<file path="src/pkg/avg_map.svh">
/*
  Constants for the sample averager: field widths, codes and limits.
  Assumes inclusion by bare name from package and design files.
*/
`ifndef AVG_MAP_SVH
`define AVG_MAP_SVH
`define SAMPLE_WIDTH 12
`define SUM_WIDTH 16
`define COUNT_SEL_WIDTH 4
`define SHIFT_WIDTH 3
`define COUNT_SEL_MAX 4'ha
`define AUTO_SHIFT_START 4'h4
`define RES_AVERAGE 2'h1
`define FIFO_DEPTH 32
`endif

</file>
<file path="src/hw/avg_fifo.sv">
/*
  Holds no logic: the sample FIFO module avg_fifo lives together with
  the averager in hw/adc_sample_averager.sv, the single design file.
  Assumes nothing of its surroundings.
*/

</file>
<file path="src/pkg/avg_pkg.sv">
/*
  Types for the sample averager.
  Assumes avg_map.svh on the include path.
*/
`include "avg_map.svh"
package avg_pkg;
  typedef struct packed
  {
    logic [`COUNT_SEL_WIDTH-1:0] sample_count_select;
    logic [`SHIFT_WIDTH-1:0] adjust_shift_count;
    logic [1:0] result_resolution_select;
  } averaging_control_type;
  typedef enum logic [0:0] {ST_ACCUM, ST_EMIT} avg_state_type;
endpackage : avg_pkg

</file>
<file path="src/hw/adc_sample_averager.sv">
/*
  Result-averaging stage: accumulates raw samples, shifts, posts result.
  Assumes raw samples arrive synchronous to I_CLK with valid/ready.
*/
// Contract
// - Accumulate 1 << sample_count_select samples, codes 0x0 to 0xA; a result_resolution_select other than RES_AVERAGE takes one sample.
// - The result is the sum of m samples after the automatic shift, shifted right by adjust_shift_count.
// - Automatic right shift keeps the sum in 16 bits, 0 up to 16 samples.
// - The ready flag rises only when the full average is done.
// - One result per m raw conversions.
`timescale 1ns/100ps
`include "avg_map.svh"

// ****************************************
// Sample FIFO
// ****************************************
module avg_fifo #(
  parameter int WIDTH = 12,
  parameter int DEPTH = 32
) (
  input wire logic i_clk,
  input wire logic i_srst,
  input wire logic i_valid,
  output logic o_ready,
  input wire logic [WIDTH-1:0] i_data,
  output logic o_valid,
  input wire logic i_ready,
  output logic [WIDTH-1:0] o_data
);
  localparam int AW = $clog2(DEPTH);
  logic [WIDTH-1:0] mem [DEPTH];
  logic [AW-1:0] wr_reg, wr_next, rd_reg, rd_next;
  logic [AW:0] cnt_reg, cnt_next;
  logic ready_reg, ready_next;
  logic push, pop;

  initial
  begin
    if (DEPTH < 2 || (1 << AW) != DEPTH)
      $error("avg_fifo: DEPTH must be a power of two >= 2");
  end

  // ****************************************
  // Handshake
  // ****************************************
  assign push = i_valid && ready_reg;
  assign pop = o_valid && i_ready;
  assign o_ready = ready_reg;
  assign o_valid = cnt_reg != '0;
  assign o_data = mem[rd_reg];

  // ****************************************
  // Pointers and fill level
  // ****************************************
  always_comb
  begin
    wr_next = push ? wr_reg + 1'b1 : wr_reg;
    rd_next = pop ? rd_reg + 1'b1 : rd_reg;
    cnt_next = cnt_reg + (AW+1)'(push) - (AW+1)'(pop);
    // Full flag registered so ready leaves a flip-flop
    ready_next = cnt_next != (AW+1)'(DEPTH);
  end

  always_ff @(posedge i_clk)
  begin
    if (push)
      mem[wr_reg] <= i_data;
    if (i_srst)
    begin
      wr_reg <= '0;
      rd_reg <= '0;
      cnt_reg <= '0;
      ready_reg <= 1'b1;
    end
    else
    begin
      wr_reg <= wr_next;
      rd_reg <= rd_next;
      cnt_reg <= cnt_next;
      ready_reg <= ready_next;
    end
  end
endmodule : avg_fifo

// ****************************************
// Averager
// ****************************************
module adc_sample_averager
  import avg_pkg::*;
#(
  parameter int SAMPLE_W = `SAMPLE_WIDTH,
  parameter int DEPTH = `FIFO_DEPTH
) (
  input wire logic I_CLK,
  input wire logic I_SRST,
  input wire logic i_sample_valid,
  output logic o_sample_ready,
  input wire logic [SAMPLE_W-1:0] i_sample,
  input wire averaging_control_type i_averaging_control,
  input wire logic i_result_ready_clear,
  output logic [`SUM_WIDTH-1:0] o_result,
  output logic o_result_ready_flag,
  output logic o_result_strobe
);
  initial
  begin
    if (SAMPLE_W != `SAMPLE_WIDTH)
      $error("adc_sample_averager: sample width must be 12");
  end

  // ****************************************
  // Sample buffer
  // ****************************************
  logic f_valid, f_ready;
  logic [SAMPLE_W-1:0] f_data;
  avg_fifo #(.WIDTH(SAMPLE_W), .DEPTH(DEPTH)) u_fifo (
    .i_clk(I_CLK),
    .i_srst(I_SRST),
    .i_valid(i_sample_valid),
    .o_ready(o_sample_ready),
    .i_data(i_sample),
    .o_valid(f_valid),
    .i_ready(f_ready),
    .o_data(f_data)
  );

  // ****************************************
  // Accumulation
  // ****************************************
  logic [`COUNT_SEL_WIDTH-1:0] sel;
  logic [3:0] auto_shift;
  logic [10:0] target;
  avg_state_type state_reg, state_next;
  logic [10:0] cnt_reg, cnt_next;
  // Room for 1024 full-scale samples
  localparam int ACC_W = SAMPLE_W + int'(`COUNT_SEL_MAX);
  logic [ACC_W-1:0] acc_reg, acc_next;
  logic [`SUM_WIDTH-1:0] res_reg, res_next;
  logic rdy_reg, rdy_next, stb_reg, stb_next;

  always_comb
  begin
    // Reserved codes act as a single sample
    sel = (i_averaging_control.sample_count_select > `COUNT_SEL_MAX)
      ? '0 : i_averaging_control.sample_count_select;
    if (i_averaging_control.result_resolution_select != `RES_AVERAGE)
      sel = '0;
    target = 11'(11'h1 << sel);
    auto_shift = (sel > `AUTO_SHIFT_START) ? sel - `AUTO_SHIFT_START
      : 4'h0;
  end

  assign f_ready = state_reg == ST_ACCUM;

  always_comb
  begin
    state_next = state_reg;
    cnt_next = cnt_reg;
    acc_next = acc_reg;
    res_next = res_reg;
    rdy_next = rdy_reg;
    stb_next = 1'b0;
    if (i_result_ready_clear)
      rdy_next = 1'b0;
    case (state_reg)
      ST_ACCUM:
      begin
        if (f_valid)
        begin
          // Exact sum; the automatic shift is applied once at the end
          acc_next = acc_reg + ACC_W'(f_data);
          cnt_next = cnt_reg + 11'h1;
          if (cnt_next >= target)
            state_next = ST_EMIT;
        end
      end
      ST_EMIT:
      begin
        // Automatic shift brings the sum back into 16 bits
        res_next = `SUM_WIDTH'(acc_reg >> auto_shift);
        res_next = res_next >>
          i_averaging_control.adjust_shift_count;
        rdy_next = 1'b1;
        stb_next = 1'b1;
        acc_next = '0;
        cnt_next = '0;
        state_next = ST_ACCUM;
      end
      default:
        state_next = ST_ACCUM;
    endcase
  end

  always_ff @(posedge I_CLK)
  begin
    if (I_SRST)
    begin
      state_reg <= ST_ACCUM;
      cnt_reg <= '0;
      acc_reg <= '0;
      res_reg <= '0;
      rdy_reg <= 1'b0;
      stb_reg <= 1'b0;
    end
    else
    begin
      state_reg <= state_next;
      cnt_reg <= cnt_next;
      acc_reg <= acc_next;
      res_reg <= res_next;
      rdy_reg <= rdy_next;
      stb_reg <= stb_next;
    end
  end

  assign o_result = res_reg;
  assign o_result_ready_flag = rdy_reg;
  assign o_result_strobe = stb_reg;
endmodule : adc_sample_averager

</file>
<file path="config.mk">
export PLATFORM = sky130hd
export DESIGN_NAME = adc_sample_averager
export DESIGN_NICKNAME = d
export VERILOG_FILES = /design/src/hw/avg_fifo.sv /design/src/pkg/avg_pkg.sv /design/src/hw/adc_sample_averager.sv
export VERILOG_INCLUDE_DIRS = /design/src /design/src/pkg
export SDC_FILE = /design/constraint.sdc
export NUM_CORES = 1
export LEC_CHECK = 0
export BUFFER_PORTS_ARGS = -buffer_cell sky130_fd_sc_hd__buf_2
export CAP_MARGIN = 20
export CORE_MARGIN = 4
export CORE_UTILIZATION = 25
export DETAILED_ROUTE_END_ITERATION = 6
export GPL_TIMING_DRIVEN = 0
export SYNTH_ARGS = -nofsm -noshare
export SYNTH_HDL_FRONTEND = slang
export SYNTH_SLANG_ARGS = --single-unit
export TNS_END_PERCENT = 10
</file>
<file path="constraint.sdc">
create_clock -name I_CLK -period 9.9 [get_ports I_CLK]
set_input_delay 1.485 -clock I_CLK [delete_from_list [all_inputs] [get_ports I_CLK]]
set_output_delay 1.485 -clock I_CLK [all_outputs]
set_load 0.01 [all_outputs]
</file>
### Word level (Yosys, flattened, before mapping)

Memories as Yosys holds them, arrays and structs flattened. A register that Yosys moved wholly into a read port is not among the register bits.
Cells that the tools add are included.

| storage, ports and cells | value |
|---|---|
| register bits | 69 |
| RAM bits | 384 |
| output and inout bits | 19 |
| word-level logic and storage cells | 49 |
| memories | 1 |

| cells by class | value |
|---|---|
| add/subtract/negate cells | 7 |
| $lt $le $gt $ge | 3 |
| equality and inequality tests | 3 |
| shift-type cells | 3 |
| mux-type cells | 17 |
| bitwise logic cells | 1 |
| reductions and logical operators | 4 |

Memories:

| name | words | bits a word | rd ports | clocked after memory_dff | wr ports | RTL line | RTL |
|---|---|---|---|---|---|---|---|
| u_fifo.mem | 32 | 12 | 1 | 1 | 1 | adc_sample_averager.sv:31 | `logic [WIDTH-1:0] mem [DEPTH];` |

Operators by type and width:

| kind | count |
|---|---|
| $pmux 22 s2 | 1 |
| $add 22x12->22 | 1 |
| $mux 22 | 1 |
| $pmux 11 s2 | 1 |
| $shr 22x4->16 | 1 |
| $shr 16x3->16 | 1 |
| $mux 4 | 3 |
| $add 11x1->11 const B | 1 |
| $ge 11x11->1 | 1 |
| $mux 11 | 1 |
| $shl 1x4->11 const A | 1 |
| $add 5x1->5 const B | 2 |
| $mux 5 | 2 |
| $mux 1 | 7 |
| $add 6x1->6 | 1 |
| $ne 6x6->1 const B | 1 |
| $reduce_bool 6->1 | 1 |
| $sub 6x1->6 | 1 |
| $gt 4x3->1 const B | 1 |
| $gt 4x4->1 const B | 1 |
| $ne 2x1->1 const B | 2 |
| $sub 4x3->4 const B | 1 |
| $logic_and 1x1->1 | 2 |
| $pmux 1 s2 | 1 |
| 2 further kinds | 2 |

### Depth between registers and ports, before layout

Gate-level depths: netlist of run 1.

| logic depth | value |
|---|---|
| depth in word-level cells | 8 |
| gate-level depth with buffers | 17 |
| gate-level depth less buffers | 15 |

### By module

From an unflattened synthesis of run 1, not the netlist that was laid out.

| unflattened totals | value |
|---|---|
| cells, all modules | 1313 |
| area total of the unflattened synthesis | 20149.3 um2 |

Modules (own cells, without submodules):

| module | times used | cells each | area each (um2) | seq. area each (um2) |
|---|---|---|---|---|
| avg_fifo | 1 | 856 | 15996.6 | 11971.5 |
| adc_sample_averager | 1 | 457 | 4152.7 | 1041.0 |

### Least setup slack after synthesis of run 1

Ideal clock, no wire load.

| path | value |
|---|---|
| path type | register to register |
| from | reg with a tool-made name |
| to | reg acc_reg[14] |
| library setup time | 128 ps |
| arrival | 4226 ps |
| slack | 5547 ps |
| stages on the path, launching flop included | 18 |
| path buffers | 3 |
| clock period less this slack | 4353 ps |
| cells stage by stage | dfxtp_1 clkbuf_1 buf_2 buf_1 mux4_2 mux4_2 mux2_2 ha_1 inv_1 fa_1 nor2b_1 o21a_1 o21ai_0 a211oi_1 o31a_1 nand4_1 xor2_1 nor2_1 |

RTL lines:

| item | RTL line | RTL |
|---|---|---|
| end signal, assigned | adc_sample_averager.sv:209 | `acc_reg <= acc_next;` |
| end, declared | adc_sample_averager.sv:137 | `logic [ACC_W-1:0] acc_reg, acc_next;` |

==> results of run 1 <==
power by group:
group	internal (mW)	switching [mW]
sequential	2.16	0.0559
combinational	0.738	0.887
clock	1.05	0.737
total	3.95	1.68
metrics by stage:
| step | utilization | worst slack, ns | instance area (um^2) | std cells |
|---|---|---|---|---|
| floorplan | - | 5.547 | 19820 | 1180 |
| global placement | 0.2733 | 4.478 | 21310 | 2258 |
| detailed placement | 0.2766 | 4.404 | 21570 | 2287 |
| CTS | 0.2963 | 4.342 | 23110 | 2369 |
| global route | 0.2971 | 3.877 | 23160 | 2374 |
| finish | 0.2971 | 4.437 | 23160 | 2374 |
worst paths after layout:
| kind | slack [ns] | endpoint | start | cells after the start |
|---|---|---|---|---|
| worst max register to register | 4.44 | acc_reg[14]$_SDFFE_PP0P_ | flop | 17 |
| worst max-delay path | 4.44 | acc_reg[14]$_SDFFE_PP0P_ | flop | 17 |
| worst min register to register | 0.46 | o_result[12]$_SDFFE_PP0P_ | o_result[12]$_SDFFE_PP0P_ | 2 |
| worst min-delay path | 0.46 | o_result[12]$_SDFFE_PP0P_ | o_result[12]$_SDFFE_PP0P_ | 2 |
critical path: stages (launching register included):
cell,delay [ns]
dfxtp_1,0.32
clkbuf_1,0.30
buf_2,0.41
buf_1,0.78
mux4_2,0.65
mux4_2,0.51
mux2_2,0.33
ha_1,0.21
inv_1,0.07
fa_1,0.17
nor2b_1,0.06
o21a_1,0.17
o21ai_0,0.38
a211oi_1,0.18
o31a_1,0.41
nand4_1,0.14
xor2_1,0.17
nor2_1,0.05
logic make-up after synthesis:
logic type                 Yosys count  share of synthesized area
adders and majority gates           39                    0.02538
and+or+nand+nor                    249                    0.05984
xor gates and xnor gates            45                    0.01988
DFF                                458                     0.6565
muxes                              197                     0.1854
buffers and inverters               86                    0.01774
AOI/OAI and AO/OA                  106                    0.03529
layout make-up:
| cell class | count | area share |
|---|---|---|
| buffer | 64 | 0.01161 |
| inverter | 22 | 0.003565 |
| clock buffer | 54 | 0.05012 |
| timing repair buffer | 72 | 0.02166 |
| clock inverter | 28 | 0.01637 |
| tap | 1040 | 0.05617 |
| sequential | 458 | 0.5617 |
| multi-input combinational | 636 | 0.2788 |
metal layers:
layer | routed length [um] | part of all wire | track usage
met1 | 21000 | 0.46 | 0.1567
met2 | 20550 | 0.45 | 0.1669
met3 | 3130 | 0.069 | 0.02345
met4 | 736 | 0.016 | 0.02447
met5 | 0 | 0 | 0
placed cells by master, fill, tap and decap left out, drive strengths merged, types with 4 or more instances in the layout:
| cell type | netlist | layout |
|---|---|---|
| o211ai | 5 | 5 |
| clkinv | 0 | 16 |
| and3 | 5 | 5 |
| buf | 19 | 91 |
| ha | 37 | 37 |
| or3 | 5 | 5 |
| mux4 | 134 | 134 |
| nand2 | 59 | 59 |
| xor2 | 29 | 29 |
| nor2b | 9 | 9 |
| a22oi | 8 | 8 |
| xnor2 | 16 | 16 |
| a21oi | 31 | 31 |
| mux2 | 18 | 18 |
| nand2b | 7 | 7 |
| bufinv | 0 | 8 |
| o21a | 9 | 9 |
| and2 | 4 | 4 |
| mux2i | 45 | 45 |
| nand3 | 26 | 26 |
| clkbuf | 45 | 99 |
| nor3 | 8 | 8 |
| nor2 | 96 | 96 |
| o21ai | 21 | 21 |
| dfxtp | 74 | 74 |
| edfxtp | 384 | 384 |
| inv | 22 | 24 |
| a31oi | 4 | 4 |
| nand3b | 4 | 4 |
| nand4 | 9 | 9 |
==> impl_metrics.tcl, run 1 <==
set metrics [dict create \
    cp-end-kind "flop" \
    vias 10930 \
    async_flop_share 0 \
    fill_cells 7655 \
    drtIter0Drc 1043 \
    ys_top_cells_by_count "edfxtp_1, mux4_2, nor2_1" \
    cp.required_ns 10.32 \
    post-route-min-period_ns 5.463 \
    fmax_ghz 0.1831 \
    drcViolationCount 0 \
    yosys_warnings 0 \
    synthTopCellsByArea "edfxtp_1, mux4_2, dfxtp_1" \
    criticalPathCategory "flop to flop" \
    powerDensity_nw_per_um2 243.2 \
    cts.sinks 458 \
    overflow 0 \
    core_um2 77980 \
    drtPass1Iterations 5 \
    hold_viol_final 0 \
    max_slew_margin 0.3458 \
    drive_gt1_frac 0.2346 \
    numCtsBuffers 45 \
    fin_crit_sh 0.5518 \
    grt_max_degree 33 \
    gp_congestion 0.7941 \
    postCtsHoldBufs 0 \
    finalHoldWorstSlack_ns 0.4576 \
    cts_tree "built" \
    portBuffers 38 \
    track_usage 0.1081 \
    maxCapViolations 0 \
    die_w_um 289.6 \
    antenna_found_initial 0 \
    synth_seq_cells 458 \
    finalPower_mw 5.635 \
    syn2layout_area_growth_pct 16.87 \
    dp_hpwl_mm 31.56 \
    post-cts-setup-buffers 0 \
    clk_latency_ns 0.57 \
    critPathMaxFanout 10 \
    synth_flop_cell "edfxtp_1" \
    synth_edf_count 384 \
    ant_nets 0 \
    yosys.area.top_type "edfxtp_1" \
    die_h_um 289.6 \
    rows 102 \
    crit_arrival_ns 5.88 \
    cts-root-buf "clkbuf_16" \
    start_util 0.2542 \
    viasPerCell 4.605 \
    drv_slew 0 \
    n_antenna_cell 0 \
    synth_top_area_share 0.5817 \
    tightest_slew_ns 0.9813 \
    synthesis.nets 1244 \
    finalSetupTns_ns 0 \
    fin_skew_ns 0.02386 \
    ir_drop_uv 133.6 \
    hp-class "flop to flop" \
    setup_viol 0 \
    wire_per_inst_um 19.13 \
    cts_resized 0 \
    largest_reg_flops 384 \
    syn_area_per_cell_um2 16.80 \
    ios 44 \
    crit_path_start_kind "flop" \
    multiInputGateArea_um2 6457 \
    grt_pass1_wl_mm 69.26 \
    nNetsFinal 1363 \
    wl_mm 45.42 \
    yosysSeqAreaShare 0.6565 \
    clkTransAtPathRegs_ns 0.06 \
    yosysUniqueCellTypes 67 \
    seq_area_um2 13010 \
    leakage_nw 7.637 \
    synth_most_common_cell "edfxtp_1" \
    cts_buffer_depth 3 \
    die_area_um2 83850 \
    synthCells 1180 \
    ctsHtreeMaxLevel 2 \
    syn_area_um2 19820 \
    grt_pass1_vias 11010 \
    outcome "complete, no violations" \
    rsz0062_at_grt "false" \
]
Power figures use the tool's default switching activity.
==> run 2, diff against run 1 <==
Clock period 9.9 ns to 5.15 ns, I/O delays scaled along.
==> run 2 against run 1 <==
Wire length is essentially flat; global-route usage about the same; clock skew hardly changed; cell count is essentially flat; non-clock buffer count fell by 2; flip-flop and latch count unchanged; first-iteration DRC count up 5.3%.
==> impl_metrics.tcl, run 2 (synthesized netlist as in run 1, its figures left out) <==
set metrics [dict create \
    grt_pass1_vias 11010 \
    p_clk_frac 0.318 \
    post-cts-setup-buffers 0 \
    slowest_stage "mux4_2" \
    max_slew_margin 0.3671 \
    fin_skew_ns 0.02371 \
    maxCapViolations 0 \
    wire_per_inst_um 19.17 \
    die_h_um 289.6 \
    hold_viol_final 0 \
    cts_tree "built" \
    nNetsFinal 1361 \
    ir_drop_uv 257.0 \
    largest_reg_flops 384 \
    drtPass1Iterations 5 \
    drive_gt1_frac 0.2440 \
    leakage_nw 7.670 \
    track_usage 0.1081 \
    crit_arrival_ns 5.14 \
    cts-root-buf "clkbuf_16" \
    syn2layout_area_growth_pct 16.87 \
    cp_top_family "multiplexers" \
    cts_buffer_depth 3 \
    ant_nets 0 \
    crit_chain "clkbuf_1 -> buf_4 -> clkbuf_4 -> mux4_2 -> mux4_2 -> mux2i_1 -> fa_1 -> nor2b_1 -> o21a_1 -> o21ai_1 -> a211oi_1 -> o31a_1 -> nand4_1 -> xor2_1 -> nor2_1" \
    wl_mm 45.46 \
    grt_max_degree 33 \
    tightest_slew_ns 0.9494 \
    p_comb_frac 0.288 \
    ios 44 \
    grt_pass1_wl_mm 69.24 \
    cp-end-kind "flop" \
    gp_congestion 0.7941 \
    start_util 0.2542 \
    finalHoldWorstSlack_ns 0.4577 \
    clkTransAtPathRegs_ns 0.06 \
    crit_path_start_kind "flop" \
    dp_hpwl_mm 31.56 \
    stdcell_count 2372 \
    portBuffers 38 \
    vias 10890 \
    ctsHtreeMaxLevel 2 \
    finalSetupTns_ns 0 \
    core_um2 77980 \
    post-route-min-period_ns 4.721 \
    overflow 0 \
    outcome "complete, no violations" \
    swShare 0.2977 \
    internal_power_mw 7.600 \
    seqPwrFrac 0.394 \
    cp.required_ns 5.57 \
    fmax_ghz 0.2118 \
    final_common_cell "edfxtp_1" \
    path_buf_inv 3 \
    clk_latency_ns 0.57 \
    die_w_um 289.6 \
    dp.cells 2287 \
    drcViolationCount 0 \
    viasPerCell 4.591 \
    antenna_found_initial 0 \
    final_cell_mix "edfxtp_1, mux4_2, nor2_1" \
    numCtsBuffers 45 \
    powerDensity_nw_per_um2 467.1 \
    drtIter0Drc 1098 \
    critPathMaxFanout 10 \
    switchingPower_mw 3.221 \
    criticalPathCategory "flop to flop" \
    rows 102 \
    hp-class "flop to flop" \
    slowest_delay_ns 0.60 \
    cp_common_cell "mux4_2" \
    n_antenna_cell 0 \
    cts.sinks 458 \
    drv_slew 0 \
    rsz0062_at_grt "false" \
    die_area_um2 83850 \
    setup_viol 0 \
    postCtsHoldBufs 0 \
    fin_crit_sh 0.9167 \
]
==> run 2: cell count changes in the layout (fill, tap and decap cells not counted) <==
| cell | previous run | this run |
|---|---|---|
| o21ai_0 | 21 | 20 |
| buf_8 | 2 | 0 |
| clkbuf_4 | 0 | 4 |
| clkbuf_1 | 53 | 44 |
| o21ai_1 | 0 | 1 |
| buf_1 | 8 | 3 |
| clkbuf_2 | 1 | 10 |
| buf_4 | 22 | 23 |
==> run 2: final timing paths <==
path | slack, ns | end | cells past startpoint | start
max reg2reg | 0.43 | acc_reg[14]$_SDFFE_PP0P_ | 15 | flop
max | 0.43 | acc_reg[14]$_SDFFE_PP0P_ | 15 | flop
min reg2reg | 0.46 | o_result[12]$_SDFFE_PP0P_ | 2 | o_result[12]$_SDFFE_PP0P_
min | 0.46 | o_result[12]$_SDFFE_PP0P_ | 2 | o_result[12]$_SDFFE_PP0P_
==> run 2: metrics by stage <==
stage | instance area [um^2] | utilization | total power [mW] | setup slack, ns
5_1_grt | 23160 | 0.2971 | 11.38 | 0.02456
6_report | 23160 | 0.2971 | 10.82 | 0.4288
4_1_cts | 23120 | 0.2965 | 10.92 | 0.01184
3_3_place_gp | 21310 | 0.2733 | 7.391 | -0.2722
3_5_place_dp | 21570 | 0.2766 | 7.456 | -0.3464
2_1_floorplan | 19820 | - | 6.524 | 0.7966
==> run 2: routing by layer <==
layer  vias to the layer above  GRT usage  wire length [um]
met5                         -          0                 0
met1                      5642     0.1570             21030
met3                        56    0.02345              2955
li1                       4885          -                 -
met2                       308     0.1664             20710
met4                         0    0.02447               768
==> run 2: timing repair <==
action | in CTS | in global routing
endpoints found under the setup margin | 17 | 16
gates resized for setup | 19 | 25
pin swaps | 0 | 0
==> run 2: cell type report <==
class,instances,area (um^2)
Buffer,64,299.0
Tap cell,1040,1301
Fill cell,7662,54810
Sequential cell,458,13010
Inverter,22,82.58
Clock inverter,28,379.1
Timing Repair Buffer,70,471.7
Clock buffer,54,1161
Multi-Input combinational cell,636,6457
==> run 2: tightest hold or removal path, stage by stage, from the launching register on <==
cell and delay (ns):
dfxtp_1 0.32, nand2_1 0.04, o21ai_0 0.06
==> run 2: power groups by stage <==
stage / combinational [mW] / clock, mW / sequential (mW)
detailed placement: 3.11 / 0 / 4.34
global route: 3.42 / 3.68 / 4.28
global placement: 3.06 / 0 / 4.33
finish: 3.12 / 3.44 / 4.26
floorplan: 2.21 / 0 / 4.31
CTS: 3.14 / 3.52 / 4.26
==> run 3, diff against run 2 <==
Settings changed: PLACE_DENSITY_LB_ADDON from default to 0.05.
==> run 3 against run 2 <==
Flip-flop and latch count unchanged; die area unchanged; register-to-register slack worse by 0.13 ns; critical path depth down 1; worst setup slack worse by 0.13 ns; via count down 0.87%; final area up 1.4%; hold slack about the same; wire length up 22%; largest power group unchanged.
==> impl_metrics.tcl, run 3 (synthesized netlist as in run 1, its figures left out) <==
set metrics [dict create \
    overflow 0 \
    cp_common_cell "mux4_2" \
    ant_nets 0 \
    p_clk_frac 0.346 \
    critPathMaxFanout 10 \
    drive_gt1_frac 0.2546 \
    post-cts-setup-buffers 0 \
    postCtsHoldBufs 0 \
    die_w_um 289.6 \
    switchingPower_mw 3.577 \
    maxCapViolations 0 \
    grt_pass1_wl_mm 80.65 \
    cp.required_ns 5.62 \
    cp-endpoint "acc_reg[14]$_SDFFE_PP0P_" \
    rsz0062_at_grt "false" \
    cts_buffer_depth 3 \
    swShare 0.3091 \
    cts.sinks 458 \
    nNetsFinal 1365 \
    grt_max_degree 33 \
    fin_crit_sh 0.9429 \
    crit_chain "buf_4 -> buf_1 -> buf_8 -> mux4_2 -> mux4_2 -> mux2_2 -> ha_1 -> or3_1 -> o21ai_0 -> a211oi_1 -> o31a_1 -> nand4_1 -> xor2_1 -> nor2_1" \
    slowest_delay_ns 0.59 \
    rows 102 \
    setup_viol 0 \
    slowest_stage "mux4_2" \
    clk_latency_ns 0.62 \
    antenna_found_initial 2 \
    grt_pass1_vias 11130 \
    max_slew_margin 0.3347 \
    drcViolationCount 0 \
    ios 44 \
    vias 10800 \
    post-route-min-period_ns 4.856 \
    leakage_nw 7.801 \
    wire_per_inst_um 23.14 \
    tightest_slew_ns 0.9980 \
    rr_worst_depth 14 \
    drtPass1Iterations 5 \
    hp-class "flop to flop" \
    fin_skew_ns 0.02814 \
    powerDensity_nw_per_um2 492.5 \
    final_area_um2 23490 \
    fill_cells 7721 \
    hold_viol_final 0 \
    largest_reg_flops 384 \
    cts-root-buf "clkbuf_16" \
    crit_arrival_ns 5.32 \
    gp_congestion 0.7242 \
    fmax_ghz 0.2059 \
    cts_tree "built" \
    seqPwrFrac 0.371 \
    placed_cell_area_um2 21590 \
    final_common_cell "edfxtp_1" \
    internal_power_mw 7.994 \
    start_util 0.2542 \
    drtIter0Drc 619 \
    drv_slew 0 \
    ir_drop_uv 215.1 \
    die_area_um2 83850 \
    ff2ff_setup_slack_ns 0.29 \
    outcome "complete, no violations" \
    p_comb_frac 0.283 \
    portBuffers 38 \
    final_cell_mix "edfxtp_1, mux4_2, nor2_1" \
    criticalPathCategory "flop to flop" \
    r2r_end "acc_reg[14]$_SDFFE_PP0P_" \
    cp-end-kind "flop" \
    dp_hpwl_mm 39.14 \
    ctsHtreeMaxLevel 2 \
    core_um2 77980 \
    clkTransAtPathRegs_ns 0.06 \
    numCtsBuffers 55 \
    wl_mm 55.24 \
    syn2layout_area_growth_pct 18.53 \
    finalPower_mw 11.57 \
    crit_path_start_kind "flop" \
    n_antenna_cell 0 \
    viasPerCell 4.523 \
    track_usage 0.1329 \
    die_h_um 289.6 \
]
-- run 3: layout make-up --
| class | count | area (um^2) | share of cell area |
|---|---|---|---|
| multi-input cells | 636 | 6475 | 0.2756 |
| clock inverters | 39 | 457.9 | 0.01949 |
| plain buffers | 62 | 295.3 | 0.01257 |
| repair buffers | 66 | 449.2 | 0.01912 |
| well taps | 1040 | 1301 | 0.05539 |
| flip-flops and latches | 458 | 13010 | 0.5539 |
| clock buffers | 64 | 1420 | 0.06045 |
| inverters | 22 | 82.58 | 0.003515 |
-- run 3: critical path: cells and delay by family (launching register included) --
| family | cells | cell delay [ns] |
|---|---|---|
| AOI/OAI and AO/OA | 3 | 0.64 |
| xor gates and xnor gates | 1 | 0.16 |
| adders and majority gates | 1 | 0.33 |
| buffers and inverters | 3 | 0.99 |
| DFF | 1 | 0.57 |
| muxes | 3 | 1.49 |
| and+or+nand+nor | 3 | 0.53 |
-- run 3: worst min path at each step --
stage	startpoint	end	cells past startpoint
6_report	o_result[13]$_SDFFE_PP0P_	o_result[13]$_SDFFE_PP0P_	2
5_1_grt	o_result[12]$_SDFFE_PP0P_	o_result[12]$_SDFFE_PP0P_	2
4_1_cts	i_result_ready_clear	o_result_ready_flag$_SDFFE_PP0P_	4
3_5_place_dp	o_result[13]$_SDFFE_PP0P_	o_result[13]$_SDFFE_PP0P_	2
3_3_place_gp	o_result[6]$_SDFFE_PP0P_	o_result[6]$_SDFFE_PP0P_	2
2_1_floorplan	acc_reg[0]$_SDFFE_PP0P_	acc_reg[0]$_SDFFE_PP0P_	2
-- run 3: repair_timing --
action | in CTS | in global routing
endpoints found under the hold margin | 0 | 0
gates resized for setup | 24 | 1
pin swaps | 0 | 0
setup endpoints to repair | 18 | 12
-- run 3: metal layers --
metal	GRT usage	part of all wire	vias to the layer above
li1	-	-	4912
met3	0.02345	0.039	66
met4	0.03303	0.019	0
met1	0.1871	0.47	5608
met5	0	0	-
met2	0.2143	0.47	210
-- run 3: stage by stage --
step	worst slack [ns]	setup TNS (ns)	instances	hold slack, ns	util
2_1_floorplan	0.7966	0	1180	0.4460	-
3_3_place_gp	-0.8838	-11.83	2258	0.4552	0.2733
3_5_place_dp	-0.7635	-8.939	2286	0.4587	0.2769
4_1_cts	0.07038	0	2388	0.4374	0.3013
5_1_grt	0.001053	0	2387	0.5000	0.3013
6_report	0.2941	0	2387	0.4577	0.3013
-- run 3: power by group through the flow --
stage | clock (mW) | combinational (mW) | sequential (mW)
floorplan | 0 | 2.21 | 4.31
global placement | 0 | 3.36 | 4.35
detailed placement | 0 | 3.36 | 4.35
CTS | 4.16 | 3.38 | 4.28
global route | 4.32 | 3.62 | 4.31
finish | 4.01 | 3.27 | 4.29
